`src/shared/tapc_params.svh`:
```
// Offsets, field positions, masks and reset values of the ambient phase correction bank.
// Assumes inclusion by bare name from the package and from the design modules.
`ifndef TAPC_PARAMS_SVH
`define TAPC_PARAMS_SVH

// ----------------------------------------------------------------------------
// Register offsets
// ----------------------------------------------------------------------------
`define TAPC_ADDR_QUARTIC   8'hb2
`define TAPC_ADDR_SEGCOEFF  8'hb4
`define TAPC_ADDR_SCALING   8'hb5
`define TAPC_ADDR_KNEE_LOW  8'hb8
`define TAPC_ADDR_DRIVE     8'hb9

// ----------------------------------------------------------------------------
// Writable bit masks (reserved bits are zero)
// ----------------------------------------------------------------------------
`define TAPC_MASK_QUARTIC   24'h00_ffff
`define TAPC_MASK_SEGCOEFF  24'hff_ffff
`define TAPC_MASK_SCALING   24'h00_0007
`define TAPC_MASK_KNEE_LOW  24'h1f_ffff
`define TAPC_MASK_DRIVE     24'hff_ffff

// ----------------------------------------------------------------------------
// Reset values
// ----------------------------------------------------------------------------
`define TAPC_RST_QUARTIC    24'h00_0000
`define TAPC_RST_SEGCOEFF   24'h00_0000
`define TAPC_RST_SCALING    24'h00_0000
`define TAPC_RST_KNEE_LOW   24'h07_fdff
`define TAPC_RST_DRIVE      24'h00_01ff

// ----------------------------------------------------------------------------
// Field positions
// ----------------------------------------------------------------------------
`define TAPC_QUARTIC_MSB    15
`define TAPC_QUARTIC_LSB    0
`define TAPC_SEG3_MSB       23
`define TAPC_SEG3_LSB       16
`define TAPC_SEG2_MSB       15
`define TAPC_SEG2_LSB       8
`define TAPC_SEG1_MSB       7
`define TAPC_SEG1_LSB       0
`define TAPC_SCALING_MSB    2
`define TAPC_SCALING_LSB    0
`define TAPC_UNWRAP_BIT     20
`define TAPC_KNEE2_MSB      19
`define TAPC_KNEE2_LSB      10
`define TAPC_KNEE1_MSB      9
`define TAPC_KNEE1_LSB      0
`define TAPC_SCALE_H_MSB    23
`define TAPC_SCALE_H_LSB    21
`define TAPC_SCALE_L_MSB    20
`define TAPC_SCALE_L_LSB    18
`define TAPC_AMB2_MSB       17
`define TAPC_AMB2_LSB       16
`define TAPC_AMB1_MSB       15
`define TAPC_AMB1_LSB       14
`define TAPC_AMB0_MSB       13
`define TAPC_AMB0_LSB       12
`define TAPC_RR2_BIT        11
`define TAPC_RR1_BIT        10
`define TAPC_KNEE3_MSB      9
`define TAPC_KNEE3_LSB      0

// Highest legal current scale code
`define TAPC_SCALE_MAX      3'h3

// Emitter drive patterns: one-hot for a channel, zero for none
`define TAPC_DRIVE_NONE     3'h0
`define TAPC_DRIVE_CH0      3'h1
`define TAPC_DRIVE_CH1      3'h2
`define TAPC_DRIVE_CH2      3'h4

`endif

```
`src/shared/tapc_pkg.sv`:
```
// Types shared by the ambient phase correction register bank and its steering logic.
// Assumes tapc_params.svh is on the include path.
`include "tapc_params.svh"

package tapc_pkg;

  // ----------------------------------------------------------------------------
  // Types
  // ----------------------------------------------------------------------------
  typedef logic [23:0] tapc_word_t;

  // Active transmit channel code
  typedef enum logic [1:0] {
    TAPC_CH0     = 2'h0,
    TAPC_CH1     = 2'h1,
    TAPC_CH2     = 2'h2,
    TAPC_CH_NONE = 2'h3
  } tapc_chan_t;

  // Register bank state
  typedef struct packed {
    tapc_word_t  quartic;
    tapc_word_t  segcoeff;
    tapc_word_t  scaling;
    tapc_word_t  knee_low;
    tapc_word_t  drive;
    tapc_word_t  rdata;
    logic        rvalid;
    logic        scale_bad;
  } tapc_regs_t;

  // Steering state
  typedef struct packed {
    logic [15:0] phase;
    logic [1:0]  amb_sel;
    logic [2:0]  drive_en;
  } tapc_steer_t;

endpackage
```
`src/hw/tapc_regs.sv`:
```
// Ambient phase correction register bank of a time-of-flight front end, with channel steering.
// Assumes the serial interface engine presents one-cycle read and write strobes on clk.
`include "tapc_params.svh"

module tapc_regs
  import tapc_pkg::*;
(
  input  wire logic        clk,
  input  wire logic        resetn,
  input  wire logic [7:0]  reg_addr,
  input  wire logic [23:0] reg_wdata,
  input  wire logic        reg_wr,
  input  wire logic        reg_rd,
  output logic      [23:0] reg_rdata,
  output logic             reg_rvalid,
  input  wire tapc_chan_t  chan_sel,
  input  wire logic        illum_on,
  input  wire logic [15:0] phase_normal,
  input  wire logic [15:0] phase_unwrapped,
  output logic      [15:0] ch2_high_quartic_coeff,
  output logic      [7:0]  ambient_segment_coeff_first,
  output logic      [7:0]  ambient_segment_coeff_second,
  output logic      [7:0]  ambient_segment_coeff_third,
  output logic      [2:0]  ambient_correction_scaling,
  output logic             unwrapped_phase_output_en,
  output logic      [9:0]  ambient_knee_first,
  output logic      [9:0]  ambient_knee_second,
  output logic      [9:0]  ambient_knee_third,
  output logic      [2:0]  ch2_high_current_scale,
  output logic      [2:0]  ch2_low_current_scale,
  output logic      [1:0]  ch0_ambient_input_select,
  output logic      [1:0]  ch1_ambient_input_select,
  output logic      [1:0]  ch2_ambient_input_select,
  output logic             ch2_reroute_to_ch0,
  output logic             ch1_reroute_to_ch0,
  output logic             scale_code_invalid,
  output logic      [15:0] phase_out,
  output logic      [1:0]  ambient_input_sel,
  output logic      [2:0]  emitter_drive_en
);

  // ----------------------------------------------------------------------------
  // State
  // ----------------------------------------------------------------------------
  tapc_regs_t st_r;
  tapc_regs_t st_nxt;

  // Address decode of mapped registers
  logic addr_mapped;

  always_comb begin
    addr_mapped = (reg_addr == `TAPC_ADDR_QUARTIC)  ||
                  (reg_addr == `TAPC_ADDR_SEGCOEFF) ||
                  (reg_addr == `TAPC_ADDR_SCALING)  ||
                  (reg_addr == `TAPC_ADDR_KNEE_LOW) ||
                  (reg_addr == `TAPC_ADDR_DRIVE);
  end

  // ----------------------------------------------------------------------------
  // Register write, read and flag update
  // ----------------------------------------------------------------------------
  // Writes store only writable bits, so reserved bits always read back zero.
  // A read in the same cycle as a write to the same register returns the old word.
  always_comb begin
    st_nxt = st_r;
    st_nxt.rvalid = 1'b0;
    if (reg_wr) begin
      case (reg_addr)
        `TAPC_ADDR_QUARTIC: begin
          st_nxt.quartic = reg_wdata & `TAPC_MASK_QUARTIC;
        end
        `TAPC_ADDR_SEGCOEFF: begin
          st_nxt.segcoeff = reg_wdata & `TAPC_MASK_SEGCOEFF;
        end
        `TAPC_ADDR_SCALING: begin
          st_nxt.scaling = reg_wdata & `TAPC_MASK_SCALING;
        end
        `TAPC_ADDR_KNEE_LOW: begin
          st_nxt.knee_low = reg_wdata & `TAPC_MASK_KNEE_LOW;
        end
        `TAPC_ADDR_DRIVE: begin
          st_nxt.drive = reg_wdata & `TAPC_MASK_DRIVE;
        end
        default: begin
          st_nxt.quartic = st_r.quartic;  // Unmapped write ignored
        end
      endcase
    end
    if (reg_rd) begin
      st_nxt.rvalid = 1'b1;
      case (reg_addr)
        `TAPC_ADDR_QUARTIC:  st_nxt.rdata = st_r.quartic;
        `TAPC_ADDR_SEGCOEFF: st_nxt.rdata = st_r.segcoeff;
        `TAPC_ADDR_SCALING:  st_nxt.rdata = st_r.scaling;
        `TAPC_ADDR_KNEE_LOW: st_nxt.rdata = st_r.knee_low;
        `TAPC_ADDR_DRIVE:    st_nxt.rdata = st_r.drive;
        default:             st_nxt.rdata = 24'h00_0000;
      endcase
    end
    // Flags a scale code outside the four legal current steps
    st_nxt.scale_bad = (st_nxt.drive[`TAPC_SCALE_H_MSB:`TAPC_SCALE_H_LSB] > `TAPC_SCALE_MAX) ||
                       (st_nxt.drive[`TAPC_SCALE_L_MSB:`TAPC_SCALE_L_LSB] > `TAPC_SCALE_MAX);
  end

  // State register with documented reset values
  always_ff @(posedge clk or negedge resetn) begin
    if (!resetn) begin
      st_r.quartic   <= `TAPC_RST_QUARTIC;
      st_r.segcoeff  <= `TAPC_RST_SEGCOEFF;
      st_r.scaling   <= `TAPC_RST_SCALING;
      st_r.knee_low  <= `TAPC_RST_KNEE_LOW;
      st_r.drive     <= `TAPC_RST_DRIVE;
      st_r.rdata     <= 24'h00_0000;
      st_r.rvalid    <= 1'b0;
      st_r.scale_bad <= 1'b0;
    end else begin
      st_r <= st_nxt;
    end
  end

  // ----------------------------------------------------------------------------
  // Field outputs
  // ----------------------------------------------------------------------------
  // Each field is a slice of a stored word
  assign reg_rdata                    = st_r.rdata;
  assign reg_rvalid                   = st_r.rvalid;
  assign ch2_high_quartic_coeff       = st_r.quartic[`TAPC_QUARTIC_MSB:`TAPC_QUARTIC_LSB];
  assign ambient_segment_coeff_first  = st_r.segcoeff[`TAPC_SEG1_MSB:`TAPC_SEG1_LSB];
  assign ambient_segment_coeff_second = st_r.segcoeff[`TAPC_SEG2_MSB:`TAPC_SEG2_LSB];
  assign ambient_segment_coeff_third  = st_r.segcoeff[`TAPC_SEG3_MSB:`TAPC_SEG3_LSB];
  assign ambient_correction_scaling   = st_r.scaling[`TAPC_SCALING_MSB:`TAPC_SCALING_LSB];
  assign unwrapped_phase_output_en    = st_r.knee_low[`TAPC_UNWRAP_BIT];
  assign ambient_knee_first           = st_r.knee_low[`TAPC_KNEE1_MSB:`TAPC_KNEE1_LSB];
  assign ambient_knee_second          = st_r.knee_low[`TAPC_KNEE2_MSB:`TAPC_KNEE2_LSB];
  assign ambient_knee_third           = st_r.drive[`TAPC_KNEE3_MSB:`TAPC_KNEE3_LSB];
  assign ch2_high_current_scale       = st_r.drive[`TAPC_SCALE_H_MSB:`TAPC_SCALE_H_LSB];
  assign ch2_low_current_scale        = st_r.drive[`TAPC_SCALE_L_MSB:`TAPC_SCALE_L_LSB];
  assign ch2_ambient_input_select     = st_r.drive[`TAPC_AMB2_MSB:`TAPC_AMB2_LSB];
  assign ch1_ambient_input_select     = st_r.drive[`TAPC_AMB1_MSB:`TAPC_AMB1_LSB];
  assign ch0_ambient_input_select     = st_r.drive[`TAPC_AMB0_MSB:`TAPC_AMB0_LSB];
  assign ch2_reroute_to_ch0           = st_r.drive[`TAPC_RR2_BIT];
  assign ch1_reroute_to_ch0           = st_r.drive[`TAPC_RR1_BIT];
  assign scale_code_invalid           = st_r.scale_bad;

  // ----------------------------------------------------------------------------
  // Channel steering
  // ----------------------------------------------------------------------------
  // Applies the stored selects to the live channel and phase inputs
  tapc_steer u_steer (
    .clk               (clk),
    .resetn            (resetn),
    .chan_sel          (chan_sel),
    .illum_on          (illum_on),
    .phase_normal      (phase_normal),
    .phase_unwrapped   (phase_unwrapped),
    .unwrap_en         (unwrapped_phase_output_en),
    .amb_sel_ch0       (ch0_ambient_input_select),
    .amb_sel_ch1       (ch1_ambient_input_select),
    .amb_sel_ch2       (ch2_ambient_input_select),
    .reroute_ch1       (ch1_reroute_to_ch0),
    .reroute_ch2       (ch2_reroute_to_ch0),
    .phase_out         (phase_out),
    .ambient_input_sel (ambient_input_sel),
    .emitter_drive_en  (emitter_drive_en)
  );

  // ----------------------------------------------------------------------------
  // Checks
  // ----------------------------------------------------------------------------
  reserved_zero_a: assert property (
    @(posedge clk) disable iff (!resetn)
    ((st_r.quartic & ~`TAPC_MASK_QUARTIC) == 24'h00_0000) &&
    ((st_r.scaling & ~`TAPC_MASK_SCALING) == 24'h00_0000) &&
    ((st_r.knee_low & ~`TAPC_MASK_KNEE_LOW) == 24'h00_0000)
  ) else $error("reserved bit holds a one");

  unmapped_read_a: assert property (
    @(posedge clk) disable iff (!resetn)
    reg_rd && !addr_mapped |=> reg_rvalid && (reg_rdata == 24'h00_0000)
  ) else $error("unmapped read did not return zero");

  quartic_write_a: assert property (
    @(posedge clk) disable iff (!resetn)
    reg_wr && (reg_addr == `TAPC_ADDR_QUARTIC)
      |=> (st_r.quartic == ($past(reg_wdata) & `TAPC_MASK_QUARTIC))
  ) else $error("quartic coefficient not stored");

  quartic_readback_a: assert property (
    @(posedge clk) disable iff (!resetn)
    reg_wr && (reg_addr == `TAPC_ADDR_QUARTIC) ##1 reg_rd && !reg_wr && (reg_addr == `TAPC_ADDR_QUARTIC)
      |=> (reg_rdata == ($past(reg_wdata, 2) & `TAPC_MASK_QUARTIC))
  ) else $error("quartic coefficient readback wrong");

  segment_write_a: assert property (
    @(posedge clk) disable iff (!resetn)
    reg_wr && (reg_addr == `TAPC_ADDR_SEGCOEFF)
      |=> ({ambient_segment_coeff_third, ambient_segment_coeff_second, ambient_segment_coeff_first}
           == $past(reg_wdata))
  ) else $error("segment coefficients not stored in byte order");

  scaling_hold_a: assert property (
    @(posedge clk) disable iff (!resetn)
    !(reg_wr && (reg_addr == `TAPC_ADDR_SCALING)) |=> $stable(ambient_correction_scaling)
  ) else $error("scaling factor changed without a write");

  scaling_write_a: assert property (
    @(posedge clk) disable iff (!resetn)
    reg_wr && (reg_addr == `TAPC_ADDR_SCALING)
      |=> (st_r.scaling == ($past(reg_wdata) & `TAPC_MASK_SCALING))
  ) else $error("scaling factor not stored");

  knee_write_a: assert property (
    @(posedge clk) disable iff (!resetn)
    reg_wr && (reg_addr == `TAPC_ADDR_KNEE_LOW)
      |=> ({unwrapped_phase_output_en, ambient_knee_second, ambient_knee_first}
           == ($past(reg_wdata) & `TAPC_MASK_KNEE_LOW))
  ) else $error("knee points or unwrap enable not stored");

  high_scale_bad_a: assert property (
    @(posedge clk) disable iff (!resetn)
    reg_wr && (reg_addr == `TAPC_ADDR_DRIVE) && (reg_wdata[23:21] > 3'h3) |=> scale_code_invalid
  ) else $error("illegal high current scale not flagged");

  low_scale_bad_a: assert property (
    @(posedge clk) disable iff (!resetn)
    reg_wr && (reg_addr == `TAPC_ADDR_DRIVE) && (reg_wdata[20:18] > 3'h3) |=> scale_code_invalid
  ) else $error("illegal low current scale not flagged");

  scale_good_a: assert property (
    @(posedge clk) disable iff (!resetn)
    reg_wr && (reg_addr == `TAPC_ADDR_DRIVE) && (reg_wdata[23:21] <= 3'h3) && (reg_wdata[20:18] <= 3'h3)
      |=> !scale_code_invalid
  ) else $error("legal current scale flagged as invalid");

  quartic_read_a: assert property (
    @(posedge clk) disable iff (!resetn)
    reg_rd && (reg_addr == `TAPC_ADDR_QUARTIC)
      |=> (reg_rdata == {8'h00, $past(ch2_high_quartic_coeff)})
  ) else $error("quartic read wrong");

  segment_read_a: assert property (
    @(posedge clk) disable iff (!resetn)
    reg_rd && (reg_addr == `TAPC_ADDR_SEGCOEFF)
      |=> (reg_rdata == {$past(ambient_segment_coeff_third), $past(ambient_segment_coeff_second),
                         $past(ambient_segment_coeff_first)})
  ) else $error("segment read wrong");

  scaling_read_a: assert property (
    @(posedge clk) disable iff (!resetn)
    reg_rd && (reg_addr == `TAPC_ADDR_SCALING)
      |=> (reg_rdata == {21'h00_0000, $past(ambient_correction_scaling)})
  ) else $error("scaling read wrong");

  knee_read_a: assert property (
    @(posedge clk) disable iff (!resetn)
    reg_rd && (reg_addr == `TAPC_ADDR_KNEE_LOW)
      |=> (reg_rdata == {3'h0, $past(unwrapped_phase_output_en), $past(ambient_knee_second),
                         $past(ambient_knee_first)})
  ) else $error("knee read wrong");

  select_write_a: assert property (
    @(posedge clk) disable iff (!resetn)
    reg_wr && (reg_addr == `TAPC_ADDR_DRIVE)
      |=> ({ch2_ambient_input_select, ch1_ambient_input_select, ch0_ambient_input_select} == $past(reg_wdata[17:12]))
  ) else $error("input selects not stored");

  phase_normal_a: assert property (
    @(posedge clk) disable iff (!resetn)
    !unwrapped_phase_output_en
      |=> (phase_out == $past(phase_normal))
  ) else $error("phase output is not the normal phase");

  amb_two_a: assert property (
    @(posedge clk) disable iff (!resetn)
    (chan_sel == TAPC_CH2)
      |=> (ambient_input_sel == $past(ch2_ambient_input_select))
  ) else $error("ambient input does not follow channel two select");

  amb_zero_a: assert property (
    @(posedge clk) disable iff (!resetn)
    (chan_sel == TAPC_CH0)
      |=> (ambient_input_sel == $past(ch0_ambient_input_select))
  ) else $error("ambient input does not follow channel zero select");

  drive_off_a: assert property (
    @(posedge clk) disable iff (!resetn)
    !illum_on
      |=> (emitter_drive_en == 3'h0)
  ) else $error("emitter driven while dark");

endmodule

```
`src/hw/tapc_steer.sv`:
```
// Per-channel steering: phase output choice, ambient ADC input and emitter drive routing.
// Assumes channel, phase and enable inputs are synchronous to clk.
`include "tapc_params.svh"

module tapc_steer
  import tapc_pkg::*;
(
  input  wire logic        clk,
  input  wire logic        resetn,
  input  wire tapc_chan_t  chan_sel,
  input  wire logic        illum_on,
  input  wire logic [15:0] phase_normal,
  input  wire logic [15:0] phase_unwrapped,
  input  wire logic        unwrap_en,
  input  wire logic [1:0]  amb_sel_ch0,
  input  wire logic [1:0]  amb_sel_ch1,
  input  wire logic [1:0]  amb_sel_ch2,
  input  wire logic        reroute_ch1,
  input  wire logic        reroute_ch2,
  output logic      [15:0] phase_out,
  output logic      [1:0]  ambient_input_sel,
  output logic      [2:0]  emitter_drive_en
);

  tapc_steer_t st_r;
  tapc_steer_t st_nxt;

  // ----------------------------------------------------------------------------
  // Next state
  // ----------------------------------------------------------------------------
  always_comb begin
    st_nxt = st_r;
    st_nxt.phase = unwrap_en ? phase_unwrapped : phase_normal;
    st_nxt.amb_sel = 2'h0;
    st_nxt.drive_en = `TAPC_DRIVE_NONE;
    unique case (chan_sel)
      TAPC_CH0: begin
        st_nxt.amb_sel = amb_sel_ch0;
        st_nxt.drive_en = `TAPC_DRIVE_CH0;
      end
      TAPC_CH1: begin
        st_nxt.amb_sel = amb_sel_ch1;
        st_nxt.drive_en = reroute_ch1 ? `TAPC_DRIVE_CH0 : `TAPC_DRIVE_CH1;
      end
      TAPC_CH2: begin
        st_nxt.amb_sel = amb_sel_ch2;
        st_nxt.drive_en = reroute_ch2 ? `TAPC_DRIVE_CH0 : `TAPC_DRIVE_CH2;
      end
      TAPC_CH_NONE: begin
        st_nxt.drive_en = `TAPC_DRIVE_NONE;
      end
    endcase
    if (!illum_on) begin
      st_nxt.drive_en = `TAPC_DRIVE_NONE;
    end
  end

  // State register
  always_ff @(posedge clk or negedge resetn) begin
    if (!resetn) begin
      st_r <= '0;
    end else begin
      st_r <= st_nxt;
    end
  end

  assign phase_out         = st_r.phase;
  assign ambient_input_sel = st_r.amb_sel;
  assign emitter_drive_en  = st_r.drive_en;

  // ----------------------------------------------------------------------------
  // Checks
  // ----------------------------------------------------------------------------
  phase_select_a: assert property (
    @(posedge clk) disable iff (!resetn)
    unwrap_en |=> (phase_out == $past(phase_unwrapped))
  ) else $error("phase output is not the unwrapped phase");

  amb_select_a: assert property (
    @(posedge clk) disable iff (!resetn)
    (chan_sel == TAPC_CH1) |=> (ambient_input_sel == $past(amb_sel_ch1))
  ) else $error("ambient input does not follow channel one select");

  reroute_two_a: assert property (
    @(posedge clk) disable iff (!resetn)
    (chan_sel == TAPC_CH2) && illum_on && reroute_ch2 |=> (emitter_drive_en == `TAPC_DRIVE_CH0)
  ) else $error("channel two current not steered to emitter zero");

  reroute_one_a: assert property (
    @(posedge clk) disable iff (!resetn)
    (chan_sel == TAPC_CH1) && illum_on |=> (emitter_drive_en == ($past(reroute_ch1) ? 3'h1 : 3'h2))
  ) else $error("channel one current routed wrongly");

endmodule

```
`config.mk`:
```
export PLATFORM = sky130hd
export DESIGN_NAME = tapc_regs
export DESIGN_NICKNAME = d
export VERILOG_FILES = /design/src/shared/tapc_pkg.sv /design/src/hw/tapc_regs.sv /design/src/hw/tapc_steer.sv
export VERILOG_INCLUDE_DIRS = /design/src /design/src/shared
export SDC_FILE = /design/constraint.sdc
export NUM_CORES = 1
export LEC_CHECK = 0
export BUFFER_PORTS_ARGS = -buffer_cell sky130_fd_sc_hd__buf_4
export CAP_MARGIN = 30
export CORE_MARGIN = 2
export CORE_UTILIZATION = 54
export DETAILED_ROUTE_END_ITERATION = 10
export GPL_ROUTABILITY_DRIVEN = 1
export PLACE_DENSITY = 0.85
export SLEW_MARGIN = 20
export SYNTH_ARGS = -nofsm -noshare
export SYNTH_HDL_FRONTEND = slang
export SYNTH_HIERARCHICAL = 1
export SYNTH_SLANG_ARGS = --single-unit
```
`constraint.sdc`:
```
create_clock -name clk -period 2.9 [get_ports clk]
set_input_delay 0 -clock clk [delete_from_list [all_inputs] [get_ports clk]]
set_output_delay 0 -clock clk [all_outputs]
set_load 0.1 [all_outputs]
```
==> flow_summary_export.csv <==
group,metric,value,unit
status,status,"complete, no violations",
timing,fin_crit,2086,ps
yosys,synth-async-reset-ratio,100.0,%
global_route,grt_max_degree,87,
cts,post_cts_buffers,0,
layout,drive_above_1_share,53.84,%
layout,stdcell_area,0.008778,mm²
drt,route.detailed.drc,0,
placed_design,port_buffers,205,
cts,cts.repair.resized,0,
timing,rsz0062_at_grt,"false",
drt,drt_iter0_markers,292,
cts,cts_max_path_buffers,2,
setup_path,crit_type,"register to register",
timing,fin_hold_ws,23.53,ps
yosys,synth_edf_count,0,
placed_design,gp_congestion,0.7980,
timing,fmax,479.3,MHz
power_and_ir_drop,p_leak,4.306,nW
layout,nets,762,
power_and_ir_drop,powerDensity,610.5,mW/mm²
flow_run,max_cap_viol_count,0,
global_route,grt_pass1_vias,5166,
setup_path,crit_path_max_fanout,19,
drt,num_vias,4779,
floorplanning,start_util,54.66,%
floorplanning,die_h,108.3,µm
cts,cts_buffers,17,
placed_design,dp_hpwl,11420,µm
drt,drt_first_pass_iters,5,
yosys,synth_ff_type,"dfrtp_1",
cts,cts.sinks,135,
setup_path,cp_slowest_cell,"dfrtp_1",
floorplanning,pin_count,206,
yosys,synth.distinct_cells,40,
drt,ant_nets,0,
yosys,ys_warn_count,6,
layout,antenna_cells,0,
cts,cts_root_buffer,"clkbuf_8",
timing,setup-tns-final,0,ps
placed_design,pre_cts_slack,836.0,ps
cts,clk_pin_slew,60,ps
yosys,ys_seq_area_share,58.10,%
global_route,grt_pass1_wl,28060,µm
drt,wl,18350,µm
global_route,grt_overflow_total,0,
cts,cts_max_level,4,
cts,tritoncts,"yes",
timing,period_share,71.94,%
yosys,synth_fp_nets,490,
setup_path,critPathMaxStageDelay,960,ps
global_route,antenna_found_initial,0,
placed_design,placed_area,0.007512,mm²
floorplanning,die_area,0.01173,mm²
floorplanning,fp.coreArea,0.01075,mm²
setup_path,cp-end-kind,"register",
yosys,synth_seq_cells,135,
timing,hold_violations,0,
setup_path,crit_arrival,2490,ps
yosys,netlist_area,0.005873,mm²
setup_path,cp-start-kind,"register",
timing,tightest_slew,945.9,ps
worst_hold_path,hold_class,"input pin to register",
timing,maxSlewViolCount,0,
setup_path,critPathRequiredTime,3300,ps
drt,via_per_inst,5.662,
floorplanning,rows,38,
cts,insertion_delay,520,ps
global_route,grt_usage,32.59,%
timing,fin_skew,7.685,ps
yosys,syn_avg_cell_area,14.02,µm²
cts,hold_buffers,65,
timing,slew_headroom,36.94,%
floorplanning,die_w,108.3,µm
timing,final-setup-viol-count,0,
power_and_ir_drop,p_total,5.359,mW
power_and_ir_drop,vdd_drop_max,0.0004097,V
timing,postLayoutSetupSlackWorst,813.8,ps
yosys,syn_inst,419,
layout,fill_cells,624,
drt,wl_per_cell,21.75,µm
layout,area_growth,49.47,%
setup_path,path_cells,"mux2_2, dlygate4sd3_1",
synth_stat cells (4+ instances only):
cell       instances  area [µm²]
o22ai_1           28       175.2
a32oi_1            4       35.03
a21oi_1            9       45.04
buf_6              4       45.04
a22o_1            13       113.9
dfstp_2           27       709.4
a22oi_1           12       90.09
mux2_2            81       912.1
inv_1             25       93.84
mux2_4            20       300.3
dfrtp_1          108        2703
clkbuf_1           8       30.03
nor2_1             8       30.03
nor2b_1            4       25.02
a2bb2oi_1         13       113.9
mux2i_1           13       130.1
buf_2              6       30.03
buf_4              5       37.54
registers in the layout, indices dropped and copies added, names as in the netlist, 8 cells and up:
| signal | flops |
|---|---|
| ambient_knee_third | 10 |
| ambient_segment_coeff_second | 8 |
| reg_rdata | 24 |
| ambient_segment_coeff_first | 8 |
| ambient_knee_first | 10 |
| ambient_segment_coeff_third | 8 |
| ch2_high_quartic_coeff | 16 |
| u_steer/phase_out | 16 |
| ambient_knee_second | 10 |
metal layers:
metal | up-vias | routed length, µm | global-route usage (%)
li1 | 2083 | - | -
met1 | 2400 | 7015 | 38.85
met2 | 251 | 9454 | 55.66
met3 | 45 | 1459 | 10.01
met4 | 0 | 423 | 12.27
met5 | - | 0 | 0
layout make-up:
class	count	area, µm²	share of cell area [%]
clock buffers	22	473.0	5.388
clock inverters	10	142.6	1.625
inverters	25	93.84	1.069
multi-input cells	234	2203	25.10
flip-flops and latches	135	3412	38.87
well taps	140	175.2	1.995
repair buffers	278	2278	25.96
where the power goes:
group          switching (mW)  leakage, nW  internal, mW
clock                   0.819        0.302          1.41
combinational           0.769         2.27         0.317
sequential             0.0733         1.74          1.97
total                    1.66         4.31          3.70
cell families (layout without fill, tap and decap cells):
logic type / after synthesis / count (layout) / share of synthesized area (%)
mux: 117 / 117 / 23.43
compound gates: 83 / 83 / 10.18
flops: 135 / 135 / 58.10
simple gates: 34 / 34 / 3.856
buf+inv: 50 / 335 / 4.431
per-stage QoR:
step	instances	utilization (%)
floorplan	419	-
global placement	746	69.84
detailed placement	747	69.91
CTS	844	81.70
global route	844	81.70
finish	844	81.70
final timing paths:
check / startpoint / endpoint / slack (ps) / cells past startpoint
min in group asynchronous: resetn / ambient_segment_coeff_second[6]$_DFFE_PN0P_ / 110 / 2
worst max-delay path: unwrapped_phase_output_en$_DFFE_PN0P_ / u_steer/phase_out[4]$_DFF_PN0_ / 810 / 2
max in group asynchronous: resetn / ambient_knee_second[8]$_DFFE_PN1P_ / 1950 / 3
worst max register to register: unwrapped_phase_output_en$_DFFE_PN0P_ / u_steer/phase_out[4]$_DFF_PN0_ / 810 / 2
worst min-delay path: reg_addr[0] / reg_rdata[23]$_DFFE_PN0P_ / 20 / 3
worst min register to register: reg_rdata[0]$_DFFE_PN0P_ / reg_rdata[0]$_DFFE_PN0P_ / 530 / 2
cell usage in the layout (no fill, tap or decap), drive strengths merged:
cell type	synthesis	routed
a22o	13	13
a21oi	9	9
and3	1	1
nor2b	4	4
nand3	2	2
dlygate4sd3	0	65
nand4	2	2
nand2	3	3
dfrtp	108	108
mux2	104	104
and2b	2	2
mux2i	13	13
and4b	1	1
nor3	1	1
bufinv	0	3
a21o	1	1
a21boi	1	1
or3b	2	2
nand2b	2	2
a22oi	12	12
clkbuf	8	22
o21ai	2	2
and3b	2	2
clkinvlp	0	1
and2	1	1
clkinv	0	5
and4	1	1
a32oi	4	4
a2bb2oi	13	13
o22ai	28	28
nor2	9	9
nor3b	1	1
buf	17	213
dfstp	27	27
inv	25	26
worst max-delay path: cells and delay by family (launching register included):
kind,cells,cell delay (ps)
buffers and inverters,1,570
muxes,1,430
DFF,1,960
No activity file was read; power rests on OpenSTA's default activity.
